File: src/include/tac_pkg.sv
// constants for the threshold alert comparator
`default_nettype none
package tac_pkg;
	localparam logic [1:0] TAC_PTR_CONV = 2'h0;
	localparam logic [1:0] TAC_PTR_CFG = 2'h1;
	localparam logic [1:0] TAC_PTR_LO = 2'h2;
	localparam logic [1:0] TAC_PTR_HI = 2'h3;
	localparam logic [15:0] TAC_CFG_RST = 16'h8583;
	localparam logic [15:0] TAC_LO_RST = 16'h8000;
	localparam logic [15:0] TAC_HI_RST = 16'h7fff;
	localparam logic [15:0] TAC_CONV_RST = 16'h0000;
	localparam int TAC_STATUS_BIT = 15;
	localparam int TAC_MODE_BIT = 8;
	localparam int TAC_WIN_BIT = 4;
	localparam int TAC_POL_BIT = 3;
	localparam int TAC_LAT_BIT = 2;
	localparam int TAC_QUE_LSB = 0;
	localparam logic [1:0] TAC_QUE_OFF = 2'h3;
	localparam logic [6:0] TAC_ARA_ADDR = 7'h0c;
	localparam logic [3:0] TAC_BITS_PER_BYTE = 4'h8;
	localparam logic [2:0] TAC_RUN_MAX = 3'h4;
	typedef enum logic [2:0] {
		TAC_IDLE, TAC_ADDR, TAC_ACK_A, TAC_RX, TAC_ACK_R, TAC_TX, TAC_TX_ACK
	} tac_st_t;
endpackage
`default_nettype wire

File: src/include/tac_bus_if.sv
// register access carrier between serial port and comparator core
`timescale 1ns/10ps
`default_nettype none
interface tac_bus_if;
	logic wr_stb;
	logic [1:0] ptr;
	logic [15:0] wr_data;
	logic [15:0] rd_data;
	logic conv_rd;
	logic ara_req;
	logic ara_won;
	modport link(output wr_stb, ptr, wr_data, conv_rd, ara_won,
		input rd_data, ara_req);
	modport core(input wr_stb, ptr, wr_data, conv_rd, ara_won,
		output rd_data, ara_req);
endinterface
`default_nettype wire

File: src/rtl/tac_serial.sv
// serial register port with alert response arbitration
`timescale 1ns/10ps
`default_nettype none
module tac_serial #(
	parameter logic [6:0] DEV_ADDR = 7'h2a
) (
	input wire logic clk,
	input wire logic sys_rst,
	input wire logic scl_in,
	input wire logic sda_in,
	output logic sda_o,
	output logic sda_oe,
	tac_bus_if.link bus
);
	import tac_pkg::*;
	logic scl_s1_r, scl_s2_r, scl_s3_r, sda_s1_r, sda_s2_r, sda_s3_r;
	tac_st_t st_r, st_nxt;
	logic [3:0] cnt_r, cnt_nxt;
	logic [7:0] sh_r, sh_nxt, msb_r, msb_nxt;
	logic [1:0] ptr_r, ptr_nxt, bidx_r, bidx_nxt;
	logic rw_r, rw_nxt, ara_r, ara_nxt, lsb_r, lsb_nxt, nack_r, nack_nxt;
	logic oe_r, oe_nxt, wr_r, wr_nxt, crd_r, crd_nxt, won_r, won_nxt;
	logic [15:0] wdat_r, wdat_nxt;
	logic start, stop, rise, fall;
	logic [7:0] tx_byte;

	initial begin
		if (DEV_ADDR == TAC_ARA_ADDR)
			$error("device address collides with alert response address");
	end

	assign start = scl_s2_r & scl_s3_r & sda_s3_r & ~sda_s2_r;
	assign stop = scl_s2_r & scl_s3_r & ~sda_s3_r & sda_s2_r;
	assign rise = scl_s2_r & ~scl_s3_r;
	assign fall = ~scl_s2_r & scl_s3_r;
	assign tx_byte = ara_r ? {DEV_ADDR, 1'b0} :
		(lsb_r ? bus.rd_data[7:0] : bus.rd_data[15:8]);

	always_comb begin
		st_nxt = st_r;
		cnt_nxt = cnt_r;
		sh_nxt = sh_r;
		msb_nxt = msb_r;
		ptr_nxt = ptr_r;
		bidx_nxt = bidx_r;
		rw_nxt = rw_r;
		ara_nxt = ara_r;
		lsb_nxt = lsb_r;
		nack_nxt = nack_r;
		oe_nxt = oe_r;
		wdat_nxt = wdat_r;
		wr_nxt = 1'b0;
		crd_nxt = 1'b0;
		won_nxt = 1'b0;
		if (stop) begin
			st_nxt = TAC_IDLE;
			oe_nxt = 1'b0;
		end else if (start) begin
			st_nxt = TAC_ADDR;
			cnt_nxt = 4'h0;
			bidx_nxt = 2'h0;
			oe_nxt = 1'b0;
		end else if (rise) begin
			unique case (st_r)
				TAC_ADDR, TAC_RX: begin
					sh_nxt = {sh_r[6:0], sda_s2_r};
					cnt_nxt = cnt_r + 4'h1;
				end
				TAC_TX: begin
					cnt_nxt = cnt_r + 4'h1;
					if (ara_r && !oe_r && !sda_s2_r) begin
						st_nxt = TAC_IDLE;
					end
				end
				TAC_TX_ACK: nack_nxt = sda_s2_r;
				TAC_IDLE, TAC_ACK_A, TAC_ACK_R: begin
				end
			endcase
		end else if (fall) begin
			unique case (st_r)
				TAC_ADDR: begin
					if (cnt_r == TAC_BITS_PER_BYTE) begin
						cnt_nxt = 4'h0;
						rw_nxt = sh_r[0];
						ara_nxt = 1'b0;
						lsb_nxt = 1'b0;
						if (sh_r[7:1] == DEV_ADDR) begin
							st_nxt = TAC_ACK_A;
							oe_nxt = 1'b1;
						end else if (sh_r[7:1] == TAC_ARA_ADDR && sh_r[0] &&
							bus.ara_req) begin
							st_nxt = TAC_ACK_A;
							oe_nxt = 1'b1;
							ara_nxt = 1'b1;
						end else begin
							st_nxt = TAC_IDLE;
						end
					end
				end
				TAC_ACK_A, TAC_ACK_R: begin
					if (rw_r) begin
						st_nxt = TAC_TX;
						sh_nxt = tx_byte;
						oe_nxt = ~tx_byte[7];
					end else begin
						st_nxt = TAC_RX;
						oe_nxt = 1'b0;
					end
				end
				TAC_RX: begin
					if (cnt_r == TAC_BITS_PER_BYTE) begin
						cnt_nxt = 4'h0;
						st_nxt = TAC_ACK_R;
						oe_nxt = 1'b1;
						bidx_nxt = (bidx_r == 2'h2) ? 2'h1 : bidx_r + 2'h1;
						unique case (bidx_r)
							2'h0: ptr_nxt = sh_r[1:0];
							2'h1: msb_nxt = sh_r;
							default: begin
								wdat_nxt = {msb_r, sh_r};
								wr_nxt = 1'b1;
							end
						endcase
					end
				end
				TAC_TX: begin
					if (cnt_r == TAC_BITS_PER_BYTE) begin
						cnt_nxt = 4'h0;
						st_nxt = TAC_TX_ACK;
						oe_nxt = 1'b0;
						crd_nxt = lsb_r && !ara_r && ptr_r == TAC_PTR_CONV;
						won_nxt = ara_r;
						lsb_nxt = ~lsb_r;
					end else begin
						oe_nxt = ~sh_r[6];
						sh_nxt = {sh_r[6:0], 1'b0};
					end
				end
				TAC_TX_ACK: begin
					if (nack_r || ara_r) begin
						st_nxt = TAC_IDLE;
					end else begin
						st_nxt = TAC_TX;
						sh_nxt = tx_byte;
						oe_nxt = ~tx_byte[7];
					end
				end
				TAC_IDLE: begin
				end
			endcase
		end
	end

	always_ff @(posedge clk or posedge sys_rst) begin
		if (sys_rst) begin
			scl_s1_r <= 1'b1;
			scl_s2_r <= 1'b1;
			scl_s3_r <= 1'b1;
			sda_s1_r <= 1'b1;
			sda_s2_r <= 1'b1;
			sda_s3_r <= 1'b1;
			st_r <= TAC_IDLE;
			cnt_r <= 4'h0;
			sh_r <= 8'h00;
			msb_r <= 8'h00;
			ptr_r <= TAC_PTR_CONV;
			bidx_r <= 2'h0;
			rw_r <= 1'b0;
			ara_r <= 1'b0;
			lsb_r <= 1'b0;
			nack_r <= 1'b0;
			oe_r <= 1'b0;
			wdat_r <= 16'h0000;
			wr_r <= 1'b0;
			crd_r <= 1'b0;
			won_r <= 1'b0;
		end else begin
			scl_s1_r <= scl_in;
			scl_s2_r <= scl_s1_r;
			scl_s3_r <= scl_s2_r;
			sda_s1_r <= sda_in;
			sda_s2_r <= sda_s1_r;
			sda_s3_r <= sda_s2_r;
			st_r <= st_nxt;
			cnt_r <= cnt_nxt;
			sh_r <= sh_nxt;
			msb_r <= msb_nxt;
			ptr_r <= ptr_nxt;
			bidx_r <= bidx_nxt;
			rw_r <= rw_nxt;
			ara_r <= ara_nxt;
			lsb_r <= lsb_nxt;
			nack_r <= nack_nxt;
			oe_r <= oe_nxt;
			wdat_r <= wdat_nxt;
			wr_r <= wr_nxt;
			crd_r <= crd_nxt;
			won_r <= won_nxt;
		end
	end

	// open drain: only ever pulls low
	assign sda_o = 1'b0;
	assign sda_oe = oe_r;
	assign bus.wr_stb = wr_r;
	assign bus.ptr = ptr_r;
	assign bus.wr_data = wdat_r;
	assign bus.conv_rd = crd_r;
	assign bus.ara_won = won_r;
endmodule
`default_nettype wire

File: src/rtl/tac_top.sv
// threshold alert comparator with alert/ready pin and serial register port
`timescale 1ns/10ps
`default_nettype none
module tac_top #(
	parameter logic [6:0] DEV_ADDR = 7'h2a,
	parameter int RDY_PULSE_CYCLES = 8
) (
	input wire logic clk,
	input wire logic sys_rst,
	input wire logic scl_in,
	input wire logic sda_in,
	output logic sda_o,
	output logic sda_oe,
	input wire logic [15:0] conv_data,
	input wire logic conv_valid,
	input wire logic conv_busy,
	output logic alert_pin_o,
	output logic alert_pin_oe
);
	import tac_pkg::*;
	tac_bus_if bus();
	logic [15:0] cfg_r, cfg_nxt, lo_r, lo_nxt, hi_r, hi_nxt, conv_r, conv_nxt;
	logic [2:0] run_r, run_nxt, need;
	logic alert_r, alert_nxt, pin_r, pin_nxt, pin_oe_r, pin_oe_nxt;
	logic [7:0] pls_r, pls_nxt;
	logic [1:0] que;
	logic win, lat, single, disabled, rdy_mode, gt_hi, lt_lo, beyond, active;
	logic status;

	initial begin
		if (RDY_PULSE_CYCLES < 1 || RDY_PULSE_CYCLES > 255)
			$error("ready pulse length must be 1 to 255 cycles");
	end

	tac_serial #(.DEV_ADDR(DEV_ADDR)) u_serial (
		.clk(clk),
		.sys_rst(sys_rst),
		.scl_in(scl_in),
		.sda_in(sda_in),
		.sda_o(sda_o),
		.sda_oe(sda_oe),
		.bus(bus.link)
	);

	assign status = ~conv_busy;
	assign que = cfg_r[TAC_QUE_LSB +: 2];
	assign win = cfg_r[TAC_WIN_BIT];
	assign lat = cfg_r[TAC_LAT_BIT];
	assign single = cfg_r[TAC_MODE_BIT];
	assign disabled = (que == TAC_QUE_OFF);
	assign rdy_mode = hi_r[15] & ~lo_r[15];
	assign gt_hi = $signed(conv_data) > $signed(hi_r);
	assign lt_lo = $signed(conv_data) < $signed(lo_r);
	assign beyond = win ? (gt_hi | lt_lo) : gt_hi;

	always_comb begin
		unique case (que)
			2'h0: need = 3'h1;
			2'h1: need = 3'h2;
			default: need = TAC_RUN_MAX;
		endcase
	end

	always_comb begin
		bus.rd_data = 16'h0000;
		unique case (bus.ptr)
			TAC_PTR_CONV: bus.rd_data = conv_r;
			TAC_PTR_CFG: bus.rd_data = {status, cfg_r[14:0]};
			TAC_PTR_LO: bus.rd_data = lo_r;
			TAC_PTR_HI: bus.rd_data = hi_r;
		endcase
	end
	assign bus.ara_req = alert_r & ~disabled & ~rdy_mode;

	always_comb begin
		cfg_nxt = cfg_r;
		lo_nxt = lo_r;
		hi_nxt = hi_r;
		conv_nxt = conv_valid ? conv_data : conv_r;
		// result register is read only; status bit is never stored
		if (bus.wr_stb) begin
			unique case (bus.ptr)
				TAC_PTR_CFG: cfg_nxt = {cfg_r[15], bus.wr_data[14:0]};
				TAC_PTR_LO: lo_nxt = bus.wr_data;
				TAC_PTR_HI: hi_nxt = bus.wr_data;
				TAC_PTR_CONV: begin
				end
			endcase
		end
	end

	always_comb begin
		alert_nxt = alert_r;
		run_nxt = run_r;
		if (lat && (bus.conv_rd || bus.ara_won))
			alert_nxt = 1'b0;
		if (disabled) begin
			alert_nxt = 1'b0;
			run_nxt = 3'h0;
		end else if (conv_valid) begin
			if (beyond) begin
				run_nxt = (run_r == TAC_RUN_MAX) ? run_r : run_r + 3'h1;
				// assert after run; set beats clear
				if (run_r + 3'h1 >= need)
					alert_nxt = 1'b1;
			end else begin
				run_nxt = 3'h0;
				if (!lat && (win || lt_lo))
					alert_nxt = 1'b0;
			end
		end
	end

	always_comb begin
		pls_nxt = pls_r;
		if (rdy_mode && !single && conv_valid)
			pls_nxt = RDY_PULSE_CYCLES[7:0];
		else if (pls_r != 8'h00)
			pls_nxt = pls_r - 8'h01;
		if (rdy_mode)
			active = single ? status : (pls_r != 8'h00);
		else
			active = alert_r;
		pin_nxt = cfg_r[TAC_POL_BIT] ? active : ~active;
		pin_oe_nxt = ~disabled;
	end

	always_ff @(posedge clk or posedge sys_rst) begin
		if (sys_rst) begin
			cfg_r <= TAC_CFG_RST;
			lo_r <= TAC_LO_RST;
			hi_r <= TAC_HI_RST;
			conv_r <= TAC_CONV_RST;
			run_r <= 3'h0;
			alert_r <= 1'b0;
			pls_r <= 8'h00;
			pin_r <= 1'b1;
			pin_oe_r <= 1'b0;
		end else begin
			cfg_r <= cfg_nxt;
			lo_r <= lo_nxt;
			hi_r <= hi_nxt;
			conv_r <= conv_nxt;
			run_r <= run_nxt;
			alert_r <= alert_nxt;
			pls_r <= pls_nxt;
			pin_r <= pin_nxt;
			pin_oe_r <= pin_oe_nxt;
		end
	end

	assign alert_pin_o = pin_r;
	assign alert_pin_oe = pin_oe_r;
endmodule
`default_nettype wire

File: config.mk
export PLATFORM = sky130hd
export DESIGN_NAME = tac_top
export DESIGN_NICKNAME = d
export VERILOG_FILES = /design/src/include/tac_pkg.sv /design/src/include/tac_bus_if.sv /design/src/rtl/tac_serial.sv /design/src/rtl/tac_top.sv
export SDC_FILE = /design/constraint.sdc
export NUM_CORES = 1
export LEC_CHECK = 0
export ABC_CLOCK_PERIOD_IN_PS = 4800
export BUFFER_PORTS_ARGS = -buffer_cell sky130_fd_sc_hd__buf_2
export CAP_MARGIN = 20
export CORE_ASPECT_RATIO = 0.9
export CORE_MARGIN = 2
export CORE_UTILIZATION = 64
export CTS_BUF_LIST = sky130_fd_sc_hd__clkbuf_4
export DETAILED_ROUTE_END_ITERATION = 8
export GPL_ROUTABILITY_DRIVEN = 0
export PLACE_DENSITY = 0.82
export SLEW_MARGIN = 40
export SYNTH_ARGS = -nofsm -noshare
export SYNTH_HDL_FRONTEND = slang
export SYNTH_SLANG_ARGS = --single-unit
File: constraint.sdc
create_clock -name clk -period 4.8 [get_ports clk]
set_input_delay 0.96 -clock clk [delete_from_list [all_inputs] [get_ports clk]]
set_output_delay 0.96 -clock clk [all_outputs]
set_load 0.02 [all_outputs]
Yosys cells after proc, flatten, opt, wreduce, memory -nomap -nowiden
Cells that the tools add are included.
- add/subtract/negate cells: 4
- magnitude comparators: 3
- equal/unequal tests: 38
- multiplexer cells: 89
- bitwise logic cells: 27
- reductions and logical operators: 54
- operator list (operator ; count):
    8-bit two-way mux ; 10
    16-bit one-hot mux with 4 select lines ; 1
    3-bit two-way mux ; 16
    1-bit two-way mux ; 44
    7-bit AND reduction ; 6
    4-bit two-way mux ; 6
    8-bit one-hot mux with 3 select lines ; 1
    5-bit by 1-bit inequality test with 1-bit output (second input constant) ; 4
    16-bit > comparator ; 1
    16-bit less-than comparator ; 1
    1-bit inverter ; 16
    3-bit one-hot mux with 5 select lines ; 1
    2-bit two-way mux ; 7
    2-bit nonzero test ; 7
    3-bit equality test (second input constant) ; 4
    3-bit by 2-bit inequality test with 1-bit output (second input constant) ; 4
    4-bit by 2-bit inequality test with 1-bit output (second input constant) ; 3
    1-bit bitwise AND ; 10
    1-bit logical AND ; 10
    5-bit AND reduction ; 2
    3-bit nonzero test ; 3
    2-bit equality test (second input constant) ; 4
    4-bit by 1-bit inequality test with 1-bit output (second input constant) ; 2
    8-bit by 6-bit inequality test with 1-bit output (second input constant) ; 1
    other kinds (31) ; 51
- register bits: 134
- input bits: 22
- output and inout bits: 4
- logic and storage cells: 245

Depth between registers and ports, before layout
Gate-level depths: netlist of the first run.
- word-level depth: 13
- gate-level depth with buffers: 10

Modules after synthesis
A second synthesis of the first run with hierarchy kept.
- cells, all modules: 624
- area, all modules: 7404.6 um^2
- by module, submodules not included (module ; times used ; cells an instance ; area an instance (um^2) ; sequential area each (um^2)):
    tac_top ; 1 ; 361 ; 4413.0 ; 1954.4
    tac_serial ; 1 ; 263 ; 2991.6 ; 1433.9

Worst setup path after synthesis of the first run
Ideal clock, no wire load.
- path type: input-to-reg
- from: in conv_data[15]
- to: reg run_r[2]
- setup time: 125 ps
- data arrival time: 2603 ps
- required time: 4675 ps
- setup slack: 2071 ps
- cell stages on the path: 7
- buffers on the path: 0
- path through: ha_1 > nand4_1 > or4_1 > a21oi_1 > nor3_1 > a2bb2oi_1 > a2111oi_0
- longest elaborated chain between the ends: 6
- elaborated cells between the ends (all ways): 9
- classes of those cells: order compare: 2; eq/ne: 1; mux: 4; bitwise: 1; reduce/logical: 1
- ends and longest elaborated chain (item ; line ; source):
    from (decl) ; tac_top.sv:14 ; input wire logic [15:0] conv_data,
    16-bit > comparator / 16-bit less-than comparator (equally long branches) ; tac_top.sv:52, tac_top.sv:53 ;
    1-bit bitwise OR ; tac_top.sv:54 ; assign beyond = win ? (gt_hi | lt_lo) : gt_hi;
    1-bit two-way mux (*) ; tac_top.sv:54 ;
    3-bit two-way mux ; tac_top.sv:101 ; if (beyond) begin
    3-bit two-way mux ; tac_top.sv:100 ; end else if (conv_valid) begin
    3-bit two-way mux ; tac_top.sv:97 ; if (disabled) begin
    to (signal assigned) ; tac_top.sv:144 ; run_r <= run_nxt;
    to (decl) ; tac_top.sv:23 ; logic [2:0] run_r, run_nxt, need;
Mark *: on every way between the ends. The rest lies on a longest branch, timed or not. The select of a mux whose other input is x is not followed.
A chain may end at the register's enable or synchronous reset.

Worst setup path after layout of the first run
- from: reg u_serial.scl_s3_r
- to: reg u_serial.wdat_r[9], in the netlist u_serial.bus.wr_data[9]
- longest elaborated chain between the ends: 5
- elaborated cells between the ends (all ways): 12
- classes of those cells: bitwise: 11; reduce/logical: 1
- ends and longest elaborated chain (item ; line ; source):
    from (decl) ; tac_serial.sv:16 ; logic scl_s1_r, scl_s2_r, scl_s3_r, sda_s1_r, sda_s2_r, sda_s3_r;
    from (signal assigned) ; tac_serial.sv:180 ; scl_s3_r <= scl_s2_r;
    1-bit bitwise AND ; tac_serial.sv:32, tac_serial.sv:33 ;
    1-bit bitwise AND, on equally long branches (2 in series) ; tac_serial.sv:32, tac_serial.sv:33 ;
    1-bit inverter (no line) ; -- ;
    7-bit AND reduction (no line) (*) ; -- ;
    to (signal assigned) ; tac_serial.sv:195 ; wdat_r <= wdat_nxt;
    to (decl) ; tac_serial.sv:23 ; logic [15:0] wdat_r, wdat_nxt;
Mark *: on every way between the ends. The rest lies on a longest branch, timed or not.

==> run summary, run 1 <==
Total gr overflow: 0
Final Hold Fails: 0
Fmax: 0.3606 GHz
Die Ht: 104.8 um
Share of cells above drive strength 1: 29.03%
Synthesized-area fraction occupied by and/or/nand/nor cells: 11.82%
Clock Skews: 18.75 ps
Startpoint of the worst register-to-register path: u_serial.scl_s3_r
Die area: 12160 sq um
DR WL/cell: 19.85 um
Post-synthesis adder-cell area fraction: 7.442%
Leakage power: 3.435 nW
Final HPWL DP: 11920 um
Hold path depth: 0
Yosys warnings: 0
XOR/XNOR share of the synthesized area: 1.211%
Worst setup path end: u_serial.bus.wr_data[9]
RSZ-0062 raised after global routing: no
Crit path arrival time: 3260 ps
Max-cap violation count: 0
Final Core Density: 71.87%
CP startpoint: u_serial.scl_s3_r
Total Wirelength: 16550 um
Startpoint Class: flop
TNS Setup: 0 ps
Failing checks: DRC
Number of vias per cell: 6.260
Fin crit period: 2773 ps
Post-synthesis mux area share: 18.43%
Antenna violations before repair: 0
Top FF cell, synth: dfrtp_1
CTS tree: done
CTS clk-pin slew, worst paths: 100 ps
Final #Nets: 734
Power Dens Cells: 338.5 nW/um^2
Initial Util: 66.32%
Post-synth ARST share: 100.0%
Post-route ant nets: 0
Status: finished, violations left
Sequential area share after synthesis: 46.87%
Final Slew Violations: 0
Total track usage: 30.08%
Avg Cell Area, Syn: 11.24 sq um
Compound-Gate Fraction of Synth Area: 9.450%
Worst-Margin Slew: 648.1 ps
Internal reg-to-reg setup slack: 2030 ps
Core region area: 10900 sq um
Register-to-Register Path Depth: 8
DRT Pass-1 Iters: 8
Post-synth EDFFs: 0
Crit end category: flop
Clk sink count: 134
Die X: 116.0 um
Normalized max-slew margin: 56.79%
Antenna diodes: 0
H-tree Lvls: 4
Post-cts resize count: 0
Root Buffer: clkbuf_4
Critical path type: flop to flop
CTS Hold Bufs: 0
Setup violators final: 0
Synth unique cells: 68
Main combinational cell family by area after synthesis: multiplexers
Mapped Area: 7229 sq um
Worst-path maximum fanout: 22
CTS Buf Count: 17
IO Pins: 26
Residual DRC: 1
Area Growth Syn to Fin: 8.359%
Worst-skew pair later-pin latency: 550 ps
# Post-CTS Setup Buffers: 0
Seq cells post-synth: 134
R2R Path End: u_serial.bus.wr_data[9]
VDD IR-drop max: 207.5 uV
First-pass GRT wire length: 27760 um
Vias in the first global route: 5387
Fin crit share: 57.78%
Largest net degree at the start of global routing: 73
Worst-case clock buffer depth: 2
Cell Rows: 36
Buffers added on ports: 24
Cells after Synth: 643
Worst min path class: flop to flop
WP data required: 5280 ps
Net Count, Synth: 708
Total number of vias: 5221
1st-iter DRT viols: 371
## power breakdown
part,switching [mW],internal (mW)
clock network,0.404,0.476
registers,0.117,1.23
logic,0.232,0.192
## state kept, by name, summed over array words and instances (netlist names), 2 cells and up
signal                cells
cfg_r                    15
conv_r                   16
hi_r                     16
lo_r                     16
pls_r                     8
run_r                     3
u_serial.bidx_r           2
u_serial.bus.ptr          2
u_serial.bus.wr_data     16
u_serial.cnt_r            4
u_serial.msb_r            8
u_serial.sh_r             8
u_serial.st_r             3
## worst max-delay path: stages (launching register included)
cell,delay (ps)
dfstp_2,560
inv_1,40
ha_1,390
nand3b_1,250
nor3_1,520
nand3_2,470
clkinv_1,310
nand2_1,100
nand2_1,70
## per-layer routing
layer  routed length [um]  global-route usage, %
met5                    0                      0
met4                  414                  10.29
met3                 1140                  7.715
met2                 7968                  46.99
met1                 7028                  41.10
## cell usage in the layout, fill, tap and decap left out, types with 6 or more instances in the layout
master / instances
inv_1: 58
ha_1: 43
nand2_1: 61
nand3_1: 10
nor2b_1: 6
a21oi_1: 24
nand2b_1: 8
buf_2: 24
dfstp_2: 28
mux2i_1: 6
nand4_1: 7
dfrtp_1: 104
nand3b_1: 6
clkbuf_4: 20
nor3_1: 12
o21ai_0: 28
mux4_2: 16
nor2_1: 28
mux2_2: 81
## synth_stat cells (12+ instances only)
cell type,number,area share [%]
a21oi_1,24,1.7
dfrtp_1,106,37
dfstp_2,28,10
ha_1,43,7.4
inv_1,59,3.1
mux2_2,81,13
mux4_2,16,5.0
nand2_1,61,3.2
nand3_1,12,0.83
nor2_1,28,1.5
nor3_1,12,0.83
o21ai_0,28,1.9
## cell type report
cell class	count	area, sq um
clock inverter	12	185.2
clock buffer	20	150.1
timing repair buffer	30	172.7
fill	742	3067
tap	152	190.2
inverter	60	230.2
multi-input combinational	426	3515
sequential	134	3391
## worst min-delay path by stage
stage                           start           endpoint  slack, ps
floorplan           u_serial.scl_s1_r  u_serial.scl_s2_r        350
global placement    u_serial.sda_s1_r  u_serial.sda_s2_r        350
detailed placement  u_serial.sda_s1_r  u_serial.sda_s2_r        350
CTS                 u_serial.sda_s1_r  u_serial.sda_s2_r        360
global route        u_serial.sda_s1_r  u_serial.sda_s2_r        370
finish              u_serial.sda_s1_r  u_serial.sda_s2_r        360
## through the flow
stage / instances / instance area, sq um / total power [mW] / setup slack (ps) / hold WS [ps]
3_5_place_dp: 802 / 7487 / 1.778 / 1688 / 347.2
2_1_floorplan: 643 / 7229 / 1.639 / 303.6 / 345.2
5_1_grt: 834 / 7834 / 2.779 / 1796 / 366.3
3_3_place_gp: 800 / 7456 / 1.739 / 1792 / 346.2
6_report: 834 / 7834 / 2.652 / 2027 / 361.6
4_1_cts: 834 / 7823 / 2.657 / 1807 / 363.3
## cell families after synthesis
group / Yosys count
simple gates: 167
flops: 134
mux: 103
compound gates: 102
buf+inv: 83
fa+ha+maj: 43
xor+xnor: 10
other cells: 1
Note: power is estimated with default switching activity, not from simulation.
==> run 2: changes to the inputs <==
--- a/config.mk
+++ b/config.mk
@@ -5,7 +5,8 @@
 export SDC_FILE = /design/constraint.sdc
 export NUM_CORES = 1
 export LEC_CHECK = 0
-export ABC_CLOCK_PERIOD_IN_PS = 4800
+export ABC_AREA = 1
+export ABC_CLOCK_PERIOD_IN_PS = 2570
 export BUFFER_PORTS_ARGS = -buffer_cell sky130_fd_sc_hd__buf_2
 export CAP_MARGIN = 20
 export CORE_ASPECT_RATIO = 0.9
==> constraint.sdc (replaced) <==
create_clock -name clk -period 2.57 [get_ports clk]
set_input_delay 0.514 -clock clk [delete_from_list [all_inputs] [get_ports clk]]
set_output_delay 0.514 -clock clk [all_outputs]
set_load 0.02 [all_outputs]
==> run summary, run 2 <==
Die area: 12150 sq um
DRT Pass-1 Iters: 8
Synth unique cells: 44
Startpoint Class: flop
Largest net degree at the start of global routing: 59
Initial Util: 66.22%
Normalized max-slew margin: 53.18%
Placed cells: 1048
Sequential area share after synthesis: 46.94%
Final #Nets: 983
Combinational share of power: 18.9%
Final HPWL DP: 13350 um
Vias in the first global route: 5978
Clock power share: 31.7%
Antenna diodes: 0
Root Buffer: clkbuf_4
Core region area: 10900 sq um
Final Slew Violations: 0
TNS Setup: 0 ps
Post-synth ARST share: 100.0%
Leading post-synthesis cells by cell area: dfrtp_1 37%, nand2_1 11%, dfstp_2 10%
WL met1: 7516 um
Share of cells above drive strength 1: 13.64%
Commonest non-fill, non-tap cell in the layout: nand2_1
Status: finished, final reports clean
Antenna violations before repair: 0
Seq cells post-synth: 134
Final setup margin: 272.2 ps
Internal power: 3.420 mW
Worst-case clock buffer depth: 2
Critical path type: flop to flop
CTS clk-pin slew, worst paths: 110 ps
Max-cap violation count: 0
Total track usage: 31.44%
Top-count cell post-synth: nand2_1
Mapped Area: 7218 sq um
Total Wirelength: 18190 um
IO Pins: 26
Worst-skew pair later-pin latency: 560 ps
Cells after Synth: 887
Area Growth Syn to Fin: 9.291%
Net Sw Frac: 31.28%
Non-Filler Instances: 1083
Top FF cell, synth: dfrtp_1
Post-synth EDFFs: 0
H-tree Lvls: 4
Yosys warnings: 0
WP data required: 3020 ps
CTS tree: done
Total Power: 4.976 mW
Die Ht: 104.8 um
RSZ-0062 raised after global routing: no
Worst-path maximum fanout: 5
Buffers added on ports: 24
Total number of vias: 6369
WL met2: 8408 um
Post-route ant nets: 0
Setup violators final: 0
Final Hold Fails: 0
Crit end category: flop
Crit path arrival time: 2750 ps
DR WL/cell: 16.79 um
Leakage power: 3.654 nW
Met3 Wirelength: 1832 um
Net Count, Synth: 952
Fmax: 0.4352 GHz
CP startpoint: lo_r[15]
Cell Rows: 36
CTS Buf Count: 17
Worst min path class: input port to flop
Post-Place Worst Slack: 249.9 ps
Avg Cell Area, Syn: 8.138 sq um
Number of vias per cell: 5.881
VDD IR-drop max: 434.4 uV
First-pass GRT wire length: 29370 um
Fin crit share: 89.41%
Leading area contributor after synthesis: dfrtp_1
Psw: 1.556 mW
Clock Skews: 20.30 ps
Post-synth top area share: 36.75%
Clk sink count: 134
Residual DRC: 0
Fin crit period: 2298 ps
Startpoint of the worst register-to-register path: lo_r[15]
Commonest cells in the synthesized netlist: 217 x nand2_1, 125 x inv_1, 106 x dfrtp_1
1st-iter DRT viols: 984
Power Dens Cells: 630.8 nW/um^2
Worst-Margin Slew: 695.9 ps
Die X: 115.9 um
Top layer in use: met4
Worst hold path startpoint: conv_data[6]
Total gr overflow: 0
Flop pwr share: 49.4%
Fill cells: 816
Most frequent cells in the layout: 217 x nand2_1, 124 x inv_1, 106 x dfrtp_1, 79 x o21ai_0, 43 x ha_1
[run 2: kinds of logic after synthesis]
group / Yosys count / share of synthesized area, %
AOI/OAI and AO/OA: 201 / 15.38
xor gates and xnor gates: 7 / 0.8494
adders and majority gates: 43 / 7.454
buffers and inverters: 166 / 9.048
DFF: 134 / 46.94
other: 1 / 0.05195
and+or+nand+nor: 335 / 20.28
[run 2: path summary, 6_finish.rpt]
| kind | end | slack (ps) | cells past startpoint |
|---|---|---|---|
| setup / recovery | run_r[1] | 270 | 12 |
| hold / removal | conv_r[6] | 200 | 3 |
| setup reg to reg | run_r[1] | 270 | 12 |
| hold reg to reg | u_serial.scl_s2_r | 360 | 0 |
| max in group asynchronous | cfg_r[0] | 1320 | 4 |
| min in group asynchronous | lo_r[9] | 540 | 3 |
[run 2: routing by layer]
metal	GRT usage, %	vias up
met2	48.33	336
met1	43.28	3010
li1	-	2973
met3	9.049	50
met4	9.949	0
met5	0	-
[run 2: critical path, stage by stage (launching register included)]
cell and delay (ps):
dfstp_2 630, inv_1 70, ha_1 340, a21oi_1 130, o21ai_0 100, nor2_1 160, nand3_1 110, nand3_1 160
nand2_1 110, nand2_1 140, nand2_1 100, nand3_1 90, nand2_1 60
[run 2: metrics by stage]
step	cell area [sq um]	utilization (%)	hold WS, ps
2_1_floorplan	7222	-	345.2
6_report	7889	72.37	200.3
3_3_place_gp	7536	69.13	346.1
3_5_place_dp	7536	69.13	347.9
5_1_grt	7889	72.37	158.6
4_1_cts	7869	72.19	14.67
[run 2: area by class of cell]
cell class | count | area, sq um | area share (%)
inverters | 141 | 535.5 | 6.788
repair buffers | 37 | 275.3 | 3.489
clock buffers | 19 | 142.6 | 1.808
well taps | 152 | 190.2 | 2.411
multi-input cells | 587 | 3177 | 40.27
clock inverters | 13 | 180.2 | 2.284
flip-flops and latches | 134 | 3388 | 42.95
[run 2: power by group through the flow]
stage,registers [mW],logic (mW),clock network (mW)
4_1_cts,2.45,0.930,1.59
2_1_floorplan,2.46,0.655,0
3_5_place_dp,2.49,0.909,0
3_3_place_gp,2.48,0.862,0
6_report,2.46,0.943,1.58
5_1_grt,2.48,1.07,1.71
[run 2: timing repair]
item,in CTS,in global routing
hold buffers,1,2
setup buffers,0,0
resized for setup,0,0
hold endpoints to repair,14,2
